[src/design/pgcfg_pkg.sv]
// What this block does
// Mux-update bit set: load function code into every masked pin selector.
// Multi-pin function code comes from bits 27:24, used only with mux update.
// Config update copies bit 22 to drive strength, bit 18 to pull enable.
// Config update copies bit 17 to input enable, bit 16 to mux enable.
// Only pins whose mask bit is one in the chosen half-word change.
// The multi-pin configuration register always reads as zero.
// Four event inputs, one byte each of the event control word at 0x2C.
// An event acts only while the top bit of its byte is one.
// Action 0 follows event level, 1 sets, 2 clears, 3 toggles output.
// A five-bit pin identifier in the low bits picks target pin 0 to 31.
// Sixteen byte-wide function-select registers at 0x30 plus n, pin pairs.
// Bits 7:4 pick the odd pin function, used only while mux enabled.
// Bits 3:0 pick the even pin function, used only while mux enabled.
// Codes 0 to 9 pick functions A to J; codes 10 to 15 are reserved.
// Function selects reset to zero, register 15 of group 0 to 0x06.
// Each group has its own copy at offset plus group times 0x80.
// Byte and half-word writes to the multi-pin register are ignored.
// Bit 31 picks pins 0 to 15 when zero, pins 16 to 31 when one.
// Bit 30 enables rewriting per-pin settings; zero has no effect.
// Mux enabled: peripheral drives direction and output, else port does.
// Several events on one pin in a cycle: highest-numbered input wins.
package pgcfg_pkg;
   // Group geometry.
   localparam int PINS = 32;
   localparam int HALF_PINS = 16;
   localparam int FUNC_W = 4;
   localparam int FUNC_COUNT = 10;
   localparam int EVT_INPUTS = 4;
   localparam int EVT_BYTE_W = 8;
   localparam int FSEL_REGS = 16;
   localparam int FSEL_W = 8;

   // Address layout: byte address, 0x80 bytes per group.
   localparam int ADDR_W = 12;
   localparam int GROUP_SHIFT = 7;
   localparam int OFS_W = 7;
   localparam int GRP_W = ADDR_W - GROUP_SHIFT;
   localparam int FSEL_IDX_W = 4;
   localparam logic [OFS_W-1:0] OFS_MULTI_CFG = 7'h28;
   localparam logic [OFS_W-1:0] OFS_EVT_CTRL = 7'h2C;
   localparam logic [OFS_W-1:0] OFS_FSEL_BASE = 7'h30;
   localparam logic [OFS_W-1:0] OFS_FSEL_LAST = 7'h3F;

   // Multi-pin configuration word fields.
   localparam int BIT_HALF_SEL = 31;
   localparam int BIT_CFG_UPD = 30;
   localparam int BIT_MUX_UPD = 28;
   localparam int FCODE_HI = 27;
   localparam int FCODE_LO = 24;
   localparam int BIT_DRIVE = 22;
   localparam int BIT_PULL = 18;
   localparam int BIT_INPUT_BUFFER_ENABLE = 17;
   localparam int BIT_MUXEN = 16;
   localparam int MASK_HI = 15;

   // Event control byte fields.
   localparam int EVT_EN_BIT = 7;
   localparam int EVT_ACT_HI = 6;
   localparam int EVT_ACT_LO = 5;
   localparam int EVT_PID_HI = 4;
   localparam int EVT_PID_LO = 0;

   // Reset values and function code limits.
   localparam logic [31:0] EVT_CTRL_RESET = 32'h00000000;
   localparam logic [FSEL_W-1:0] FSEL_RESET = 8'h00;
   localparam logic [FSEL_W-1:0] FSEL_LAST_G0_RESET = 8'h06;
   localparam logic [FUNC_W-1:0] FUNC_LAST_VALID = 4'h9;

   typedef enum logic [1:0] {
      PGCFG_ACT_FOLLOW = 2'h0,
      PGCFG_ACT_SET = 2'h1,
      PGCFG_ACT_CLEAR = 2'h2,
      PGCFG_ACT_TOGGLE = 2'h3
   } pgcfg_evt_act_t;

   typedef enum logic [1:0] {
      PGCFG_SIZE_BYTE = 2'h0,
      PGCFG_SIZE_HALF = 2'h1,
      PGCFG_SIZE_WORD = 2'h2
   } pgcfg_size_t;

   typedef enum logic [2:0] {
      PGCFG_RD_NONE = 3'b001,
      PGCFG_RD_EVT = 3'b010,
      PGCFG_RD_FSEL = 3'b100
   } pgcfg_rd_kind_t;

   typedef struct packed {
      logic [ADDR_W-1:0] addr;
      logic [31:0] wdata;
      logic wr;
      logic rd;
      pgcfg_size_t size;
   } pgcfg_bus_req_t;

   typedef struct packed {
      logic drive_strength;
      logic pull_enable;
      logic input_buffer_enable;
      logic mux_enable;
   } pgcfg_pin_cfg_t;

   typedef logic [FUNC_COUNT-1:0][PINS-1:0] pgcfg_fn_vec_t;
   typedef logic [PINS-1:0][FUNC_W-1:0] pgcfg_codes_t;
endpackage : pgcfg_pkg

[src/design/pgcfg_evt_lane.sv]
// One event input: decodes its control byte into a target and a new value.
module pgcfg_evt_lane (
   // Control byte of this event input.
   input wire logic [pgcfg_pkg::EVT_BYTE_W-1:0] i_ctrl,
   // Incoming event and its level.
   input wire logic i_event,
   input wire logic i_level,
   // Present output register of the group.
   input wire logic [pgcfg_pkg::PINS-1:0] i_port_out,
   // One-hot target and the value to write there.
   output logic [pgcfg_pkg::PINS-1:0] o_hit,
   output logic o_val
);
   import pgcfg_pkg::*;

   logic [EVT_PID_HI-EVT_PID_LO:0] pin_id;
   pgcfg_evt_act_t action;

   assign pin_id = i_ctrl[EVT_PID_HI:EVT_PID_LO];
   assign action = pgcfg_evt_act_t'(i_ctrl[EVT_ACT_HI:EVT_ACT_LO]);

   // A disabled input produces no target at all, so its events vanish.
   always_comb begin
      o_hit = '0;
      if (i_ctrl[EVT_EN_BIT] && i_event) begin
         o_hit[pin_id] = 1'b1;
      end
      case (action)
         PGCFG_ACT_FOLLOW: o_val = i_level;
         PGCFG_ACT_SET: o_val = 1'b1;
         PGCFG_ACT_CLEAR: o_val = 1'b0;
         PGCFG_ACT_TOGGLE: o_val = ~i_port_out[pin_id];
         default: o_val = 1'b0;
      endcase
   end
endmodule : pgcfg_evt_lane

[src/design/pgcfg_fsel_mem.sv]
// Sixteen function-select bytes, one per pin pair, with a registered read.
module pgcfg_fsel_mem #(
   parameter int REGS = pgcfg_pkg::FSEL_REGS,
   parameter logic [pgcfg_pkg::FSEL_W-1:0] RESET_LAST =
      pgcfg_pkg::FSEL_RESET
) (
   // Clock, reset and enable.
   input wire logic i_mclk,
   input wire logic i_rst_b,
   input wire logic i_ce,
   // Byte write from software.
   input wire logic i_byte_wr,
   input wire logic [pgcfg_pkg::FSEL_IDX_W-1:0] i_byte_idx,
   input wire logic [pgcfg_pkg::FSEL_W-1:0] i_byte_data,
   // Per-pin nibble write from the multi-pin path.
   input wire logic [2*REGS-1:0] i_nib_wr,
   input wire logic [pgcfg_pkg::FUNC_W-1:0] i_nib_data,
   // Read port.
   input wire logic i_rd,
   input wire logic [pgcfg_pkg::FSEL_IDX_W-1:0] i_rd_idx,
   output logic [pgcfg_pkg::FSEL_W-1:0] o_rdata,
   // Function code of every pin, for the pad multiplexer.
   output logic [2*REGS-1:0][pgcfg_pkg::FUNC_W-1:0] o_codes
);
   import pgcfg_pkg::*;

   logic [REGS-1:0][FSEL_W-1:0] mem;

   // Byte and nibble writes never coincide, as the bus issues one strobe.
   always_ff @(posedge i_mclk) begin
      if (!i_rst_b) begin
         for (int r = 0; r < REGS; r++) begin
            mem[r] <= (r == REGS - 1) ? RESET_LAST : FSEL_RESET;
         end
      end else if (i_ce) begin
         for (int r = 0; r < REGS; r++) begin
            if (i_byte_wr && i_byte_idx == FSEL_IDX_W'(r)) begin
               mem[r] <= i_byte_data;
            end
            for (int h = 0; h < 2; h++) begin
               if (i_nib_wr[2*r+h]) begin
                  mem[r][FUNC_W*h +: FUNC_W] <= i_nib_data;
               end
            end
         end
      end
   end

   // Read data stand only in the cycle after the strobe.
   always_ff @(posedge i_mclk) begin
      if (!i_rst_b) begin
         o_rdata <= FSEL_RESET;
      end else if (i_ce) begin
         o_rdata <= i_rd ? mem[i_rd_idx] : FSEL_RESET;
      end
   end

   // Low nibble serves the even pin, high nibble the odd pin.
   always_comb begin
      for (int p = 0; p < 2*REGS; p++) begin
         o_codes[p] = mem[p/2][FUNC_W*(p%2) +: FUNC_W];
      end
   end
endmodule : pgcfg_fsel_mem

[src/design/pgcfg_top.sv]
// Configuration, event and function-select logic of one pin group.
module pgcfg_top #(
   parameter int GROUP_INDEX = 0
) (
   // Clock, reset and clock enable.
   input wire logic i_mclk,
   input wire logic i_rst_b,
   input wire logic i_ce,
   // Register port.
   input wire pgcfg_pkg::pgcfg_bus_req_t i_bus,
   output logic [31:0] o_rdata,
   // Per-pin configuration registers outside this block.
   input wire logic [pgcfg_pkg::PINS-1:0] i_mux_enable,
   output logic [pgcfg_pkg::PINS-1:0] o_cfg_wr_mask,
   output pgcfg_pkg::pgcfg_pin_cfg_t o_cfg_data,
   // Events and the port output register.
   input wire logic [pgcfg_pkg::EVT_INPUTS-1:0] i_event,
   input wire logic [pgcfg_pkg::EVT_INPUTS-1:0] i_event_level,
   input wire logic [pgcfg_pkg::PINS-1:0] i_port_out,
   input wire logic [pgcfg_pkg::PINS-1:0] i_port_dir,
   output logic [pgcfg_pkg::PINS-1:0] o_out_wr_mask,
   output logic [pgcfg_pkg::PINS-1:0] o_out_wr_val,
   // Peripheral functions and the resulting pad control.
   input wire pgcfg_pkg::pgcfg_fn_vec_t i_periph_out,
   input wire pgcfg_pkg::pgcfg_fn_vec_t i_periph_dir,
   output logic [pgcfg_pkg::PINS-1:0] o_pad_out,
   output logic [pgcfg_pkg::PINS-1:0] o_pad_dir
);
   import pgcfg_pkg::*;

   localparam logic [FSEL_W-1:0] LAST_RESET =
      (GROUP_INDEX == 0) ? FSEL_LAST_G0_RESET : FSEL_RESET;

   logic group_hit;
   logic [OFS_W-1:0] ofs;
   logic bus_wr;
   logic bus_rd;
   logic fsel_sel;
   logic multi_wr;
   logic [31:0] wword;
   logic [PINS-1:0] half_mask;
   logic [PINS-1:0] nib_wr;
   logic [31:0] evt_ctrl;
   logic [31:0] evt_rdata;
   pgcfg_rd_kind_t rd_kind;
   logic [FSEL_W-1:0] fsel_rdata;
   pgcfg_codes_t codes;
   logic [EVT_INPUTS-1:0][PINS-1:0] lane_hit;
   logic [EVT_INPUTS-1:0] lane_val;
   logic [PINS-1:0] next_out_mask;
   logic [PINS-1:0] next_out_val;

   // Address decode: the upper bits name the group, the low bits the offset.
   assign group_hit = i_bus.addr[ADDR_W-1:GROUP_SHIFT] ==
      GRP_W'(GROUP_INDEX);
   assign ofs = i_bus.addr[OFS_W-1:0];
   assign bus_wr = i_bus.wr && group_hit;
   assign bus_rd = i_bus.rd && group_hit;
   assign fsel_sel = (ofs >= OFS_FSEL_BASE) && (ofs <= OFS_FSEL_LAST);
   assign wword = i_bus.wdata;

   // A narrow write could land half a configuration, so it is dropped.
   assign multi_wr = bus_wr && (ofs == OFS_MULTI_CFG) &&
      (i_bus.size == PGCFG_SIZE_WORD);

   // The 16-bit mask is placed on the half-word that bit 31 names.
   always_comb begin
      half_mask = '0;
      if (wword[BIT_HALF_SEL]) begin
         half_mask[PINS-1:HALF_PINS] = wword[MASK_HI:0];
      end else begin
         half_mask[HALF_PINS-1:0] = wword[MASK_HI:0];
      end
   end

   // Function code write enables for the masked pins.
   assign nib_wr = (multi_wr && wword[BIT_MUX_UPD]) ? half_mask : '0;

   // Per-pin configuration strobe: a one-cycle mask with common data.
   always_ff @(posedge i_mclk) begin
      if (!i_rst_b) begin
         o_cfg_wr_mask <= '0;
         o_cfg_data <= '0;
      end else if (i_ce) begin
         if (multi_wr && wword[BIT_CFG_UPD]) begin
            o_cfg_wr_mask <= half_mask;
            o_cfg_data.drive_strength <= wword[BIT_DRIVE];
            o_cfg_data.pull_enable <= wword[BIT_PULL];
            o_cfg_data.input_buffer_enable <= wword[BIT_INPUT_BUFFER_ENABLE];
            o_cfg_data.mux_enable <= wword[BIT_MUXEN];
         end else begin
            o_cfg_wr_mask <= '0;
         end
      end
   end

   // Event control word, written whole at its offset.
   always_ff @(posedge i_mclk) begin
      if (!i_rst_b) begin
         evt_ctrl <= EVT_CTRL_RESET;
      end else if (i_ce && bus_wr && ofs == OFS_EVT_CTRL) begin
         evt_ctrl <= wword;
      end
   end

   // Function-select storage, shared by byte writes and the multi-pin path.
   pgcfg_fsel_mem #(
      .REGS(FSEL_REGS),
      .RESET_LAST(LAST_RESET)
   ) u_fsel (
      .i_mclk(i_mclk),
      .i_rst_b(i_rst_b),
      .i_ce(i_ce),
      .i_byte_wr(bus_wr && fsel_sel),
      .i_byte_idx(ofs[FSEL_IDX_W-1:0]),
      .i_byte_data(wword[FSEL_W-1:0]),
      .i_nib_wr(nib_wr),
      .i_nib_data(wword[FCODE_HI:FCODE_LO]),
      .i_rd(bus_rd && fsel_sel),
      .i_rd_idx(ofs[FSEL_IDX_W-1:0]),
      .o_rdata(fsel_rdata),
      .o_codes(codes)
   );

   // Read side: remember what was read so that the data land one cycle on.
   always_ff @(posedge i_mclk) begin
      if (!i_rst_b) begin
         rd_kind <= PGCFG_RD_NONE;
         evt_rdata <= EVT_CTRL_RESET;
      end else if (i_ce) begin
         evt_rdata <= evt_ctrl;
         if (bus_rd && ofs == OFS_EVT_CTRL) begin
            rd_kind <= PGCFG_RD_EVT;
         end else if (bus_rd && fsel_sel) begin
            rd_kind <= PGCFG_RD_FSEL;
         end else begin
            rd_kind <= PGCFG_RD_NONE;
         end
      end
   end

   // The multi-pin register and unmapped offsets answer with zero.
   always_comb begin
      case (rd_kind)
         PGCFG_RD_EVT: o_rdata = evt_rdata;
         PGCFG_RD_FSEL: o_rdata = {{(32-FSEL_W){1'b0}}, fsel_rdata};
         PGCFG_RD_NONE: o_rdata = '0;
         default: o_rdata = '0;
      endcase
   end

   // One decoder per event input, each fed by its own control byte.
   for (genvar e = 0; e < EVT_INPUTS; e++) begin : g_lane
      pgcfg_evt_lane u_lane (
         .i_ctrl(evt_ctrl[EVT_BYTE_W*e +: EVT_BYTE_W]),
         .i_event(i_event[e]),
         .i_level(i_event_level[e]),
         .i_port_out(i_port_out),
         .o_hit(lane_hit[e]),
         .o_val(lane_val[e])
      );
   end

   // Later lanes overwrite earlier ones, so the highest input wins a clash.
   always_comb begin
      next_out_mask = '0;
      next_out_val = i_port_out;
      for (int e = 0; e < EVT_INPUTS; e++) begin
         for (int p = 0; p < PINS; p++) begin
            if (lane_hit[e][p]) begin
               next_out_mask[p] = 1'b1;
               next_out_val[p] = lane_val[e];
            end
         end
      end
   end

   // Output register write strobe toward the port, one cycle per event.
   always_ff @(posedge i_mclk) begin
      if (!i_rst_b) begin
         o_out_wr_mask <= '0;
         o_out_wr_val <= '0;
      end else if (i_ce) begin
         o_out_wr_mask <= next_out_mask;
         o_out_wr_val <= next_out_val;
      end
   end

   // Pad control: a reserved code leaves the pin an undriven input.
   always_ff @(posedge i_mclk) begin
      if (!i_rst_b) begin
         o_pad_out <= '0;
         o_pad_dir <= '0;
      end else if (i_ce) begin
         for (int p = 0; p < PINS; p++) begin
            if (!i_mux_enable[p]) begin
               o_pad_out[p] <= i_port_out[p];
               o_pad_dir[p] <= i_port_dir[p];
            end else if (codes[p] <= FUNC_LAST_VALID) begin
               o_pad_out[p] <= i_periph_out[codes[p]][p];
               o_pad_dir[p] <= i_periph_dir[codes[p]][p];
            end else begin
               o_pad_out[p] <= 1'b0;
               o_pad_dir[p] <= 1'b0;
            end
         end
      end
   end
endmodule : pgcfg_top

[config.mk]
export PLATFORM = sky130hd
export DESIGN_NAME = pgcfg_top
export DESIGN_NICKNAME = d
export VERILOG_FILES = /design/src/design/pgcfg_pkg.sv /design/src/design/pgcfg_evt_lane.sv /design/src/design/pgcfg_fsel_mem.sv /design/src/design/pgcfg_top.sv
export SDC_FILE = /design/constraint.sdc
export NUM_CORES = 1
export LEC_CHECK = 0
export BUFFER_PORTS_ARGS = -buffer_cell sky130_fd_sc_hd__buf_2
export CAP_MARGIN = 20
export CELL_PAD_IN_SITES_DETAIL_PLACEMENT = 1
export CELL_PAD_IN_SITES_GLOBAL_PLACEMENT = 2
export CORE_AREA = 2 2 382 384
export CTS_BUF_LIST = sky130_fd_sc_hd__clkbuf_2
export CTS_CLUSTER_SIZE = 28
export DETAILED_ROUTE_END_ITERATION = 10
export DIE_AREA = 0 0 384 386
export GPL_ROUTABILITY_DRIVEN = 0
export PLACE_DENSITY = 0.53
export SYNTH_ARGS = -nofsm -noshare
export SYNTH_HDL_FRONTEND = slang
export SYNTH_SLANG_ARGS = --single-unit
export TNS_END_PERCENT = 50
[constraint.sdc]
create_clock -name i_mclk -period 5.3 [get_ports i_mclk]
set_clock_uncertainty 0.05 [all_clocks]
set_input_delay 0.53 -clock i_mclk [delete_from_list [all_inputs] [get_ports i_mclk]]
set_output_delay 0.53 -clock i_mclk [all_outputs]
set_load 0.03 [all_outputs]
==> results of run 1 <==
path summary, 6_finish.rpt:
path                                                        end  cells past startpoint  slack [ps]
worst max-delay path              o_out_wr_val[24]$_SDFFE_PN0P_                     10         430
worst max register to register    o_out_wr_val[24]$_SDFFE_PN0P_                     10         430
worst min-delay path            u_fsel.o_codes[40]$_SDFFE_PN0P_                      5         210
worst min register to register    o_out_wr_val[31]$_SDFFE_PN0P_                      2         440
registers in the layout, summed over array words and instances (netlist names):
register / cells
u_fsel.o_codes: 128
evt_rdata: 32
o_pad_out: 32
o_cfg_data: 4
o_out_wr_mask: 32
o_pad_dir: 32
o_cfg_wr_mask: 32
o_out_wr_val: 32
u_fsel.o_rdata: 8
rd_kind: 3
evt_ctrl: 32
routing by layer:
layer | up-vias | share of wire, % | GRT usage, %
met1 | 15648 | 42 | 29.6
met3 | 228 | 5.5 | 3.59
met5 | - | 0.020 | 0
met2 | 1120 | 50 | 41.7
met4 | 6 | 2.5 | 6.72
li1 | 14096 | - | -
placed cells by master (no fill, tap or decap), types with 11 or more instances in the layout:
| cell | synthesis | final |
|---|---|---|
| dfxtp_1 | 367 | 367 |
| o21ai_0 | 265 | 265 |
| and2_1 | 28 | 28 |
| nor3_1 | 56 | 55 |
| nand4b_1 | 11 | 11 |
| dlygate4sd3_1 | 0 | 495 |
| nand2b_1 | 74 | 74 |
| buf_4 | 2 | 53 |
| clkinv_1 | 1 | 18 |
| nand2_1 | 330 | 330 |
| a211oi_1 | 102 | 102 |
| mux4_2 | 198 | 198 |
| nand3_1 | 81 | 81 |
| nand3b_1 | 19 | 19 |
| buf_2 | 17 | 989 |
| a311oi_1 | 64 | 64 |
| nor2_1 | 447 | 446 |
| inv_1 | 13 | 12 |
| diode_2 | 0 | 14 |
| a21oi_1 | 127 | 127 |
| nor4_1 | 17 | 16 |
| nor2b_1 | 51 | 51 |
| clkbuf_2 | 0 | 177 |
| a21boi_0 | 29 | 29 |
| o22ai_1 | 87 | 87 |
| or3_1 | 13 | 13 |
| mux2i_1 | 174 | 174 |
| a22oi_1 | 26 | 26 |
final cells by class:
cell class,count,area (µm²),share of cell area [%]
well taps,1917,2400,6.31
multi-input cells,2351,16700,44.0
clock inverters,24,159,0.418
flip-flops and latches,367,7350,19.3
inverters,14,60.1,0.158
repair buffers,1544,10400,27.4
clock buffers,177,886,2.33
diodes,14,35.0,0.0921
logic make-up after synthesis:
logic type      Yosys count  share of synthesized area (%)
mux                     373                           24.6
buf+inv                 301                           4.63
compound gates          799                           20.1
flops                   367                           29.1
simple gates           1179                           21.4
per-stage QoR:
step | hold WS, ps | power [mW] | utilization (%) | worst slack [ps]
finish | 211 | 6.87 | 26.3 | 426
global route | 74.4 | 7.25 | 26.3 | 169
CTS | 0.293 | 7.03 | 26.3 | 366
detailed placement | 420 | 4.17 | 22.1 | 1460
global placement | 414 | 4.16 | 22.1 | 999
floorplan | 396 | 3.45 | - | 2650
report_power, final:
part / switching [mW] / leakage [nW] / internal (mW)
Sequential: 0.0372 / 2.98 / 2.82
Combinational: 0.835 / 10.7 / 0.710
Clock: 1.52 / 0.799 / 0.950
synth_stat cells, types with 8 or more instances:
library cell	number	area, µm²
a211oi_1	102	766
nand3_1	81	405
a32oi_1	10	87.6
mux2i_1	174	1740
or3_1	13	81.3
o31ai_1	10	75.1
a22o_1	10	87.6
a22oi_1	26	195
nor4_1	17	106
nand4_1	8	50.1
buf_2	17	85.1
buf_1	15	56.3
nor2_1	447	1680
dfxtp_1	367	7350
nor2b_1	51	319
o21ai_0	265	1330
mux4_2	198	4460
nand2_1	330	1240
clkbuf_1	252	946
nor3_1	56	280
nand4b_1	11	96.3
a21boi_0	29	218
o22ai_1	87	544
inv_1	13	48.8
a31oi_1	9	56.3
nand3b_1	19	143
a21oi_1	127	636
a311oi_1	64	561
nand2b_1	74	463
and2_1	28	175
worst reg2reg max path, stage by stage, from the launching register on:
cell	delay (ps)
dfxtp_1	780
mux4_2	580
nor2b_1	140
a211o_1	330
nor3_4	760
o21ai_0	220
dlygate4sd3_1	610
a221oi_1	190
dlygate4sd3_1	580
a211o_1	90
dlygate4sd3_1	530
==> impl_metrics.json, run 1 <==
{
  "rsz0062_at_grt": "false",
  "die_h_um": 386,
  "place_area_um2": 32000,
  "cts_hold_buffers": 496,
  "crit_type": "reg2reg",
  "clock_sinks": 367,
  "post_cts.repair.setup_buffers": 0,
  "cap_violations": 0,
  "post_drt_via_cell_ratio": 4.85,
  "slowest_stage": "dfxtp_1",
  "clockBufferDepth": 3,
  "max-slew-margin-rel_pct": 31.0,
  "grt_pass1_wl_um": 250000,
  "cts-resized-gates": 0,
  "start_util_pct": 17.4,
  "cp_data_required_time_ps": 6660,
  "avgSynthCellArea_um2": 8.35,
  "std_cell_rows": 140,
  "layout.nets": 5192,
  "vdd_drop_max_mv": 0.124,
  "worstSetupStartpoint": "evt_ctrl[0]$_SDFFE_PN0P_",
  "tritoncts": "built",
  "grt_usage_pct": 23.7,
  "cts.clk_slew.worst_paths_ps": 130,
  "grt_remaining_overflow": 0,
  "fillers": 17530,
  "crit_path_frequent_cell": "dlygate4sd3_1",
  "yosys_warnings": 0,
  "drive_above_1_share_pct": 32.5,
  "dr.pass1.iters": 6,
  "fmax_ghz": 0.205,
  "async_flop_share_pct": 0,
  "cts_root_buffer": "clkbuf_2",
  "core_region_area_um2": 145000,
  "ys_seq_elements": 367,
  "ys_seq_area_share_pct": 29.1,
  "setup_violations": 0,
  "synth_cells": 3019,
  "grt_pass1_vias": 32874,
  "cts-buffers-inserted": 119,
  "r2r-start": "evt_ctrl[0]$_SDFFE_PN0P_",
  "crit_arrival_ps": 6230,
  "critPathLaunchType": "flop",
  "htree_levels": 3,
  "holdCritStartpoint": "i_bus[14]",
  "detail-route-antenna-nets": 0,
  "area_delta_synth_final_pct": 50.9,
  "critPathTopFamily": "buffers and inverters",
  "first_iter_violations": 1924,
  "ios": 991,
  "end_kind": "flop",
  "detail_route.wl_per_cell_um": 28.2,
  "grt_antenna_before_repair": 39,
  "finalSetupTns_ps": 0,
  "hold_viol_final": 0,
  "num_vias": 31098,
  "p_leak_nw": 14.4,
  "remaining_drc_errors": 0,
  "period_needed_ps": 4870,
  "synth_top_flop_cell": "dfxtp_1",
  "die_width_um": 384,
  "min_period_over_period_pct": 92.0,
  "max_stage_delay_ps": 780,
  "worstPathMaxFanout": 15,
  "status": "completed",
  "port_buffers": 990,
  "netlist_area_um2": 25200,
  "yosysUniqueCellTypes": 71,
  "grt_max_degree": 136,
  "max_slew.worst_pin.slew_ps": 1030,
  "dp.cells": 5697,
  "fin_area_um2": 38000,
  "dieArea_um2": 148000,
  "slew_viol_final": 0,
  "syn_nets": 3814,
  "hpwl_um": 137000,
  "clkLatencyLatePin_ps": 1470,
  "final_cells": 6408,
  "p_per_area_nw_per_um2": 181,
  "crit_chain": "mux4_2 -> nor2b_1 -> a211o_1 -> nor3_4 -> o21ai_0 -> dlygate4sd3_1 -> a221oi_1 -> dlygate4sd3_1 -> a211o_1 -> dlygate4sd3_1",
  "hp-class": "in2reg",
  "synth_enable_flop_cells": 0,
  "wl_um": 181000,
  "worst-path-buf-inv": 3
}
Power figures use the tool's default switching activity.
==> run 2, diff against run 1 <==
Settings changed: CORE_AREA 2 2 382 384 to 2 2 387 389, DIE_AREA 0 0 384 386 to 0 0 389 391, GPL_TIMING_DRIVEN from default to 0, PLACE_DENSITY 0.53 to 0.52.
==> impl_metrics.json, run 2 (synthesized netlist as in run 1, its figures left out) <==
{
  "tritoncts": "built",
  "end_kind": "flop",
  "num_vias": 32856,
  "core_region_area_um2": 149000,
  "whs_endpoint": "o_out_wr_val[12]$_SDFFE_PN0P_",
  "p_leak_nw": 14.8,
  "grt_pass1_wl_um": 277000,
  "crit_path_frequent_cell": "dlygate4sd3_1",
  "wl_um": 203000,
  "layout_common_cells": "buf_2 (1000), dlygate4sd3_1 (534), nor2_1 (447)",
  "status": "completed",
  "cts_root_buffer": "clkbuf_2",
  "area_delta_synth_final_pct": 55.8,
  "clock_sinks": 367,
  "critPathTopFamily": "buffers and inverters",
  "start_util_pct": 17.0,
  "hpwl_um": 163000,
  "clockBufferDepth": 3,
  "cap_violations": 0,
  "grt_max_degree": 17,
  "clkLatencyLatePin_ps": 1550,
  "dr.pass1.iters": 5,
  "grt_remaining_overflow": 0,
  "remaining_drc_errors": 0,
  "crit_chain": "dlygate4sd3_1 -> buf_2 -> or4bb_1 -> dlygate4sd3_1 -> nor4b_2 -> and4_1 -> buf_2 -> nand2_1 -> dlygate4sd3_1 -> a21boi_0 -> dlygate4sd3_1 -> nor2_1 -> a211oi_1 -> dlygate4sd3_1",
  "slowest_stage": "nor4b_2",
  "std_cell_rows": 142,
  "hp-class": "in2reg",
  "pre_cts_ws_ps": 926,
  "grt_pass1_vias": 34940,
  "fmax_ghz": 0.209,
  "r2r-end": "o_out_wr_val[29]$_SDFFE_PN0P_",
  "holdCritStartpoint": "i_rst_b",
  "die_h_um": 391,
  "holdPathStages": 5,
  "drive_above_1_share_pct": 30.1,
  "ff2ff_setup_slack_ps": 650,
  "die_width_um": 389,
  "critPathLaunchType": "input port",
  "cts.clk_slew.worst_paths_ps": 140,
  "detail_route.wl_per_cell_um": 30.2,
  "max_stage_delay_ps": 770,
  "vdd_drop_max_mv": 0.193,
  "p_per_area_nw_per_um2": 182,
  "setup_violations": 0,
  "rsz0062_at_grt": "false",
  "grt_usage_pct": 25.9,
  "min_period_over_period_pct": 90.2,
  "cts_hold_buffers": 534,
  "slew_viol_final": 0,
  "grt_antenna_before_repair": 48,
  "hold_viol_final": 0,
  "port_buffers": 981,
  "worstPathMaxFanout": 8,
  "layout.nets": 5477,
  "period_needed_ps": 4780,
  "cp_data_required_time_ps": 6760,
  "fillers": 18049,
  "largest_reg_flops": 128,
  "r2r-start": "evt_ctrl[24]$_SDFFE_PN0P_",
  "finalSetupTns_ps": 0,
  "htree_levels": 4,
  "max_slew.worst_pin.slew_ps": 1280,
  "cp_num_cells": 14,
  "reg2regPathDepth": 12,
  "post_cts.repair.setup_buffers": 0,
  "setup_slack_ps": 521,
  "max-slew-margin-rel_pct": 14.5,
  "cts-resized-gates": 0,
  "post_drt_via_cell_ratio": 4.88,
  "detail-route-antenna-nets": 0,
  "cts-buffers-inserted": 130,
  "ios": 991,
  "final_common_cell": "buf_2",
  "crit_type": "in2reg",
  "first_iter_violations": 2099,
  "dieArea_um2": 152000,
  "worst-path-buf-inv": 7,
  "crit_arrival_ps": 6240
}
-- run 2: cell types whose count changed in the layout (fill, tap and decap cells not counted), moves of 8 or more --
cell and change:
diode_2 +8, buf_4 -50, dlygate4sd3_1 +39, buf_1 +15
buf_8 +11, clkbuf_1 +251, buf_2 +11
-- run 2: metal layers --
layer	vias up	share of wire [%]	GRT usage [%]
li1	14675	-	-
met1	16601	43	32.6
met2	1263	49	45.0
met3	305	4.9	4.03
met4	12	3.4	8.80
met5	-	0.035	0
-- run 2: report_power, final --
part	internal (mW)	switching [mW]
sequential	2.82	0.0380
clock	1.01	1.62
combinational	0.727	0.922
-- run 2: metrics by stage --
stage | cell area (µm²) | utilization (%) | hold WS (ps) | std cells | total power, mW
3_5_place_dp | 32700 | 22.0 | 428 | 5958 | 4.27
5_1_grt | 39300 | 26.4 | 44.1 | 6720 | 7.51
3_3_place_gp | 32500 | 21.9 | 415 | 5944 | 4.24
2_1_floorplan | 25200 | - | 396 | 3019 | 3.45
6_report | 39300 | 26.4 | 226 | 6728 | 7.13
4_1_cts | 39200 | 26.4 | 0.570 | 6704 | 7.27
-- run 2: worst reg2reg max path: cells and delay by family, from the launching register on --
family	cells	cell delay, ps
buffers and inverters	5	2130
AOI/OAI and AO/OA	3	1140
muxes	1	550
and+or+nand+nor	3	440
DFF	1	310
-- run 2: how the worst max path moves through the flow --
stage                                   startpoint                               end  slack, ps
final                                    i_bus[38]    u_fsel.o_codes[2]$_SDFFE_PN0P_        520
after global placement                   i_bus[46]  u_fsel.o_codes[109]$_SDFFE_PN0P_       -460
after detailed placement                 i_bus[46]    o_cfg_wr_mask[15]$_SDFFE_PN0P_        930
after global routing      evt_ctrl[1]$_SDFFE_PN0P_     o_out_wr_val[25]$_SDFFE_PN0P_        510
after floorplan                          i_bus[36]    u_fsel.o_rdata[1]$_SDFFE_PN0P_       2650
after CTS                  rd_kind[1]$_SDFFE_PN0P_                       o_rdata[13]        770
-- run 2: final cells by class --
cell class                      count  area, µm²  share of cell area [%]
Clock buffer                      179        896                    2.28
Clock inverter                     33        205                   0.523
Tap cell                         1944       2430                    6.19
Sequential cell                   367       7350                    18.7
Timing Repair Buffer             1531      10500                    26.6
Inverter                           14       52.6                   0.134
Multi-Input combinational cell   2351      16700                    42.5
Antenna cell                       22       55.1                   0.140
Buffer                            287       1110                    2.84
==> run 3, diff against run 2 <==
Settings changed: BUFFER_PORTS_ARGS -buffer_cell sky130_fd_sc_hd__buf_2 to default, CORE_AREA 2 2 387 389 to 2 2 383 385, DIE_AREA 0 0 389 391 to 0 0 385 387, DONT_BUFFER_PORTS from default to 1, PLACE_DENSITY 0.52 to 0.42.
==> impl_metrics.json, run 3 (synthesized netlist as in run 1, its figures left out) <==
{
  "final_cells": 5742,
  "ff2ff_setup_slack_ps": 180,
  "core_region_area_um2": 145000,
  "reg2regPathDepth": 12,
  "dp.cells": 4951,
  "grt_antenna_before_repair": 72,
  "layout_common_cells": "dlygate4sd3_1 (513), nor2_1 (447), dfxtp_1 (367)",
  "status": "finished with violations",
  "r2r-end": "o_out_wr_val[28]$_SDFFE_PN0P_",
  "grt_pass1_vias": 30465,
  "violations": "negative setup slack",
  "endpoint": "u_fsel.o_codes[42]$_SDFFE_PN0P_",
  "layout.nets": 4477,
  "pre_cts_ws_ps": 869,
  "grt_pass1_wl_um": 269000,
  "num_vias": 29159,
  "cap_violations": 0,
  "setup_slack_ps": -61.9,
  "crit_arrival_ps": 6820,
  "clockBufferDepth": 3,
  "detail_route.wl_per_cell_um": 35.0,
  "post_drt_via_cell_ratio": 5.08,
  "cts-buffers-inserted": 131,
  "dieArea_um2": 149000,
  "fmax_ghz": 0.187,
  "start_util_pct": 17.4,
  "min_period_over_period_pct": 101,
  "grt_max_degree": 17,
  "crit_chain": "dlygate4sd3_1 -> nor4_2 -> dlygate4sd3_1 -> nand4b_1 -> dlygate4sd3_1 -> nor3_1 -> nand2_1 -> a21boi_0 -> dlygate4sd3_1 -> nor2_1 -> a211oi_1 -> dlygate4sd3_1",
  "hold_viol_final": 0,
  "cts.clk_slew.worst_paths_ps": 100,
  "die_h_um": 387,
  "drive_above_1_share_pct": 12.3,
  "max_stage_delay_ps": 810,
  "p_per_area_nw_per_um2": 200,
  "worstPathMaxFanout": 10,
  "slowest_stage": "dlygate4sd3_1",
  "grt_usage_pct": 26.3,
  "wl_met3_um": 11800,
  "critPathLaunchType": "input port",
  "holdCritStartpoint": "i_bus[18]",
  "cts_root_buffer": "clkbuf_2",
  "largest_reg_flops": 128,
  "clkLatencyLatePin_ps": 1550,
  "hold_slack_ps": 228,
  "route.met2.wl_um": 96300,
  "port_buffers": 0,
  "std_cell_rows": 140,
  "die_width_um": 385,
  "finalPower_mw": 6.87,
  "wl_met1_um": 87000,
  "cp_data_required_time_ps": 6760,
  "crit_type": "in2reg",
  "max-slew-margin-rel_pct": 21.6,
  "final_common_cell": "dlygate4sd3_1",
  "setup_violations": 1,
  "worstSetupStartpoint": "i_bus[43]",
  "vdd_drop_max_mv": 0.205,
  "htree_levels": 4,
  "wl_um": 201000,
  "p_leak_nw": 10.7,
  "rsz0062_at_grt": "true",
  "slew_viol_final": 0,
  "clock_sinks": 367,
  "remaining_drc_errors": 0,
  "first_iter_violations": 1892,
  "r2r-start": "evt_ctrl[3]$_SDFFE_PN0P_",
  "ios": 991,
  "dr.pass1.iters": 5,
  "area_delta_synth_final_pct": 36.1,
  "fillers": 17123,
  "tritoncts": "built",
  "hp-class": "in2reg",
  "period_needed_ps": 5360,
  "grt_remaining_overflow": 0,
  "hpwl_um": 154000,
  "crit_path_frequent_cell": "dlygate4sd3_1",
  "end_kind": "flop",
  "max_slew.worst_pin.slew_ps": 1180,
  "highest_layer": "met5",
  "detail-route-antenna-nets": 0
}
-- run 3: cell count changes in the layout (fill, tap and decap cells not counted), sizes merged --
cell         previous run  this run
clkinv                 20        27
buf                  1032        52
clkinvlp                6         0
clkbuf                431       436
dlygate4sd3           534       513
diode                  22        58
bufinv                  2         3
inv                    19        18
-- run 3: critical path, delay by kind of cell --
kind	cells	cell delay, ps
AOI/OAI and AO/OA	2	790
and+or+nand+nor	5	2200
buffers and inverters	5	3290
-- run 3: routing by layer --
| layer | track usage [%] | up-vias |
|---|---|---|
| li1 | - | 12754 |
| met3 | 5.22 | 294 |
| met4 | 8.58 | 38 |
| met1 | 33.8 | 14935 |
| met5 | 0 | - |
| met2 | 43.9 | 1138 |
-- run 3: worst min path at each step --
stage                                                  end  slack [ps]  depth (start not counted)
final                            evt_ctrl[14]$_SDFFE_PN0P_         230                          4
after global routing      u_fsel.o_codes[120]$_SDFFE_PN0P_          50                          3
after CTS                        evt_ctrl[14]$_SDFFE_PN0P_       0.002                          4
after detailed placement        evt_rdata[31]$_SDFFE_PN0P_         430                          2
after global placement          evt_rdata[29]$_SDFFE_PN0P_         410                          2
after floorplan                  evt_ctrl[30]$_SDFFE_PN0P_         400                          2
-- run 3: report_power, final --
| group | total [mW] | internal (mW) | switching, mW |
|---|---|---|---|
| Sequential | 3.02 | 2.82 | 0.197 |
| Combinational | 1.09 | 0.465 | 0.627 |
| Clock | 2.76 | 1.08 | 1.69 |
-- run 3: final cells by class --
class | count | area [µm²] | share of cell area (%)
diodes | 58 | 145 | 0.423
multi-input cells | 2351 | 16700 | 48.8
flip-flops and latches | 367 | 7350 | 21.4
inverters | 14 | 52.6 | 0.153
clock inverters | 34 | 220 | 0.642
plain buffers | 287 | 1120 | 3.26
clock buffers | 184 | 921 | 2.68
well taps | 1917 | 2400 | 6.99
repair buffers | 530 | 5380 | 15.7
-- run 3: through the flow --
| stage | instance area, µm² | setup TNS, ps | utilization (%) |
|---|---|---|---|
| detailed placement | 27800 | 0 | 19.2 |
| floorplan | 25200 | 0 | - |
| CTS | 34100 | 0 | 23.5 |
| global route | 34300 | 0 | 23.6 |
| global placement | 27600 | 0 | 19.1 |
| finish | 34300 | -61.9 | 23.7 |
-- run 3: repair_timing --
action	in CTS	in global routing
resized for setup	0	4
setup buffers	0	0
setup endpoints to repair	0	3
hold buffers	513	0
hold endpoints to repair	335	0
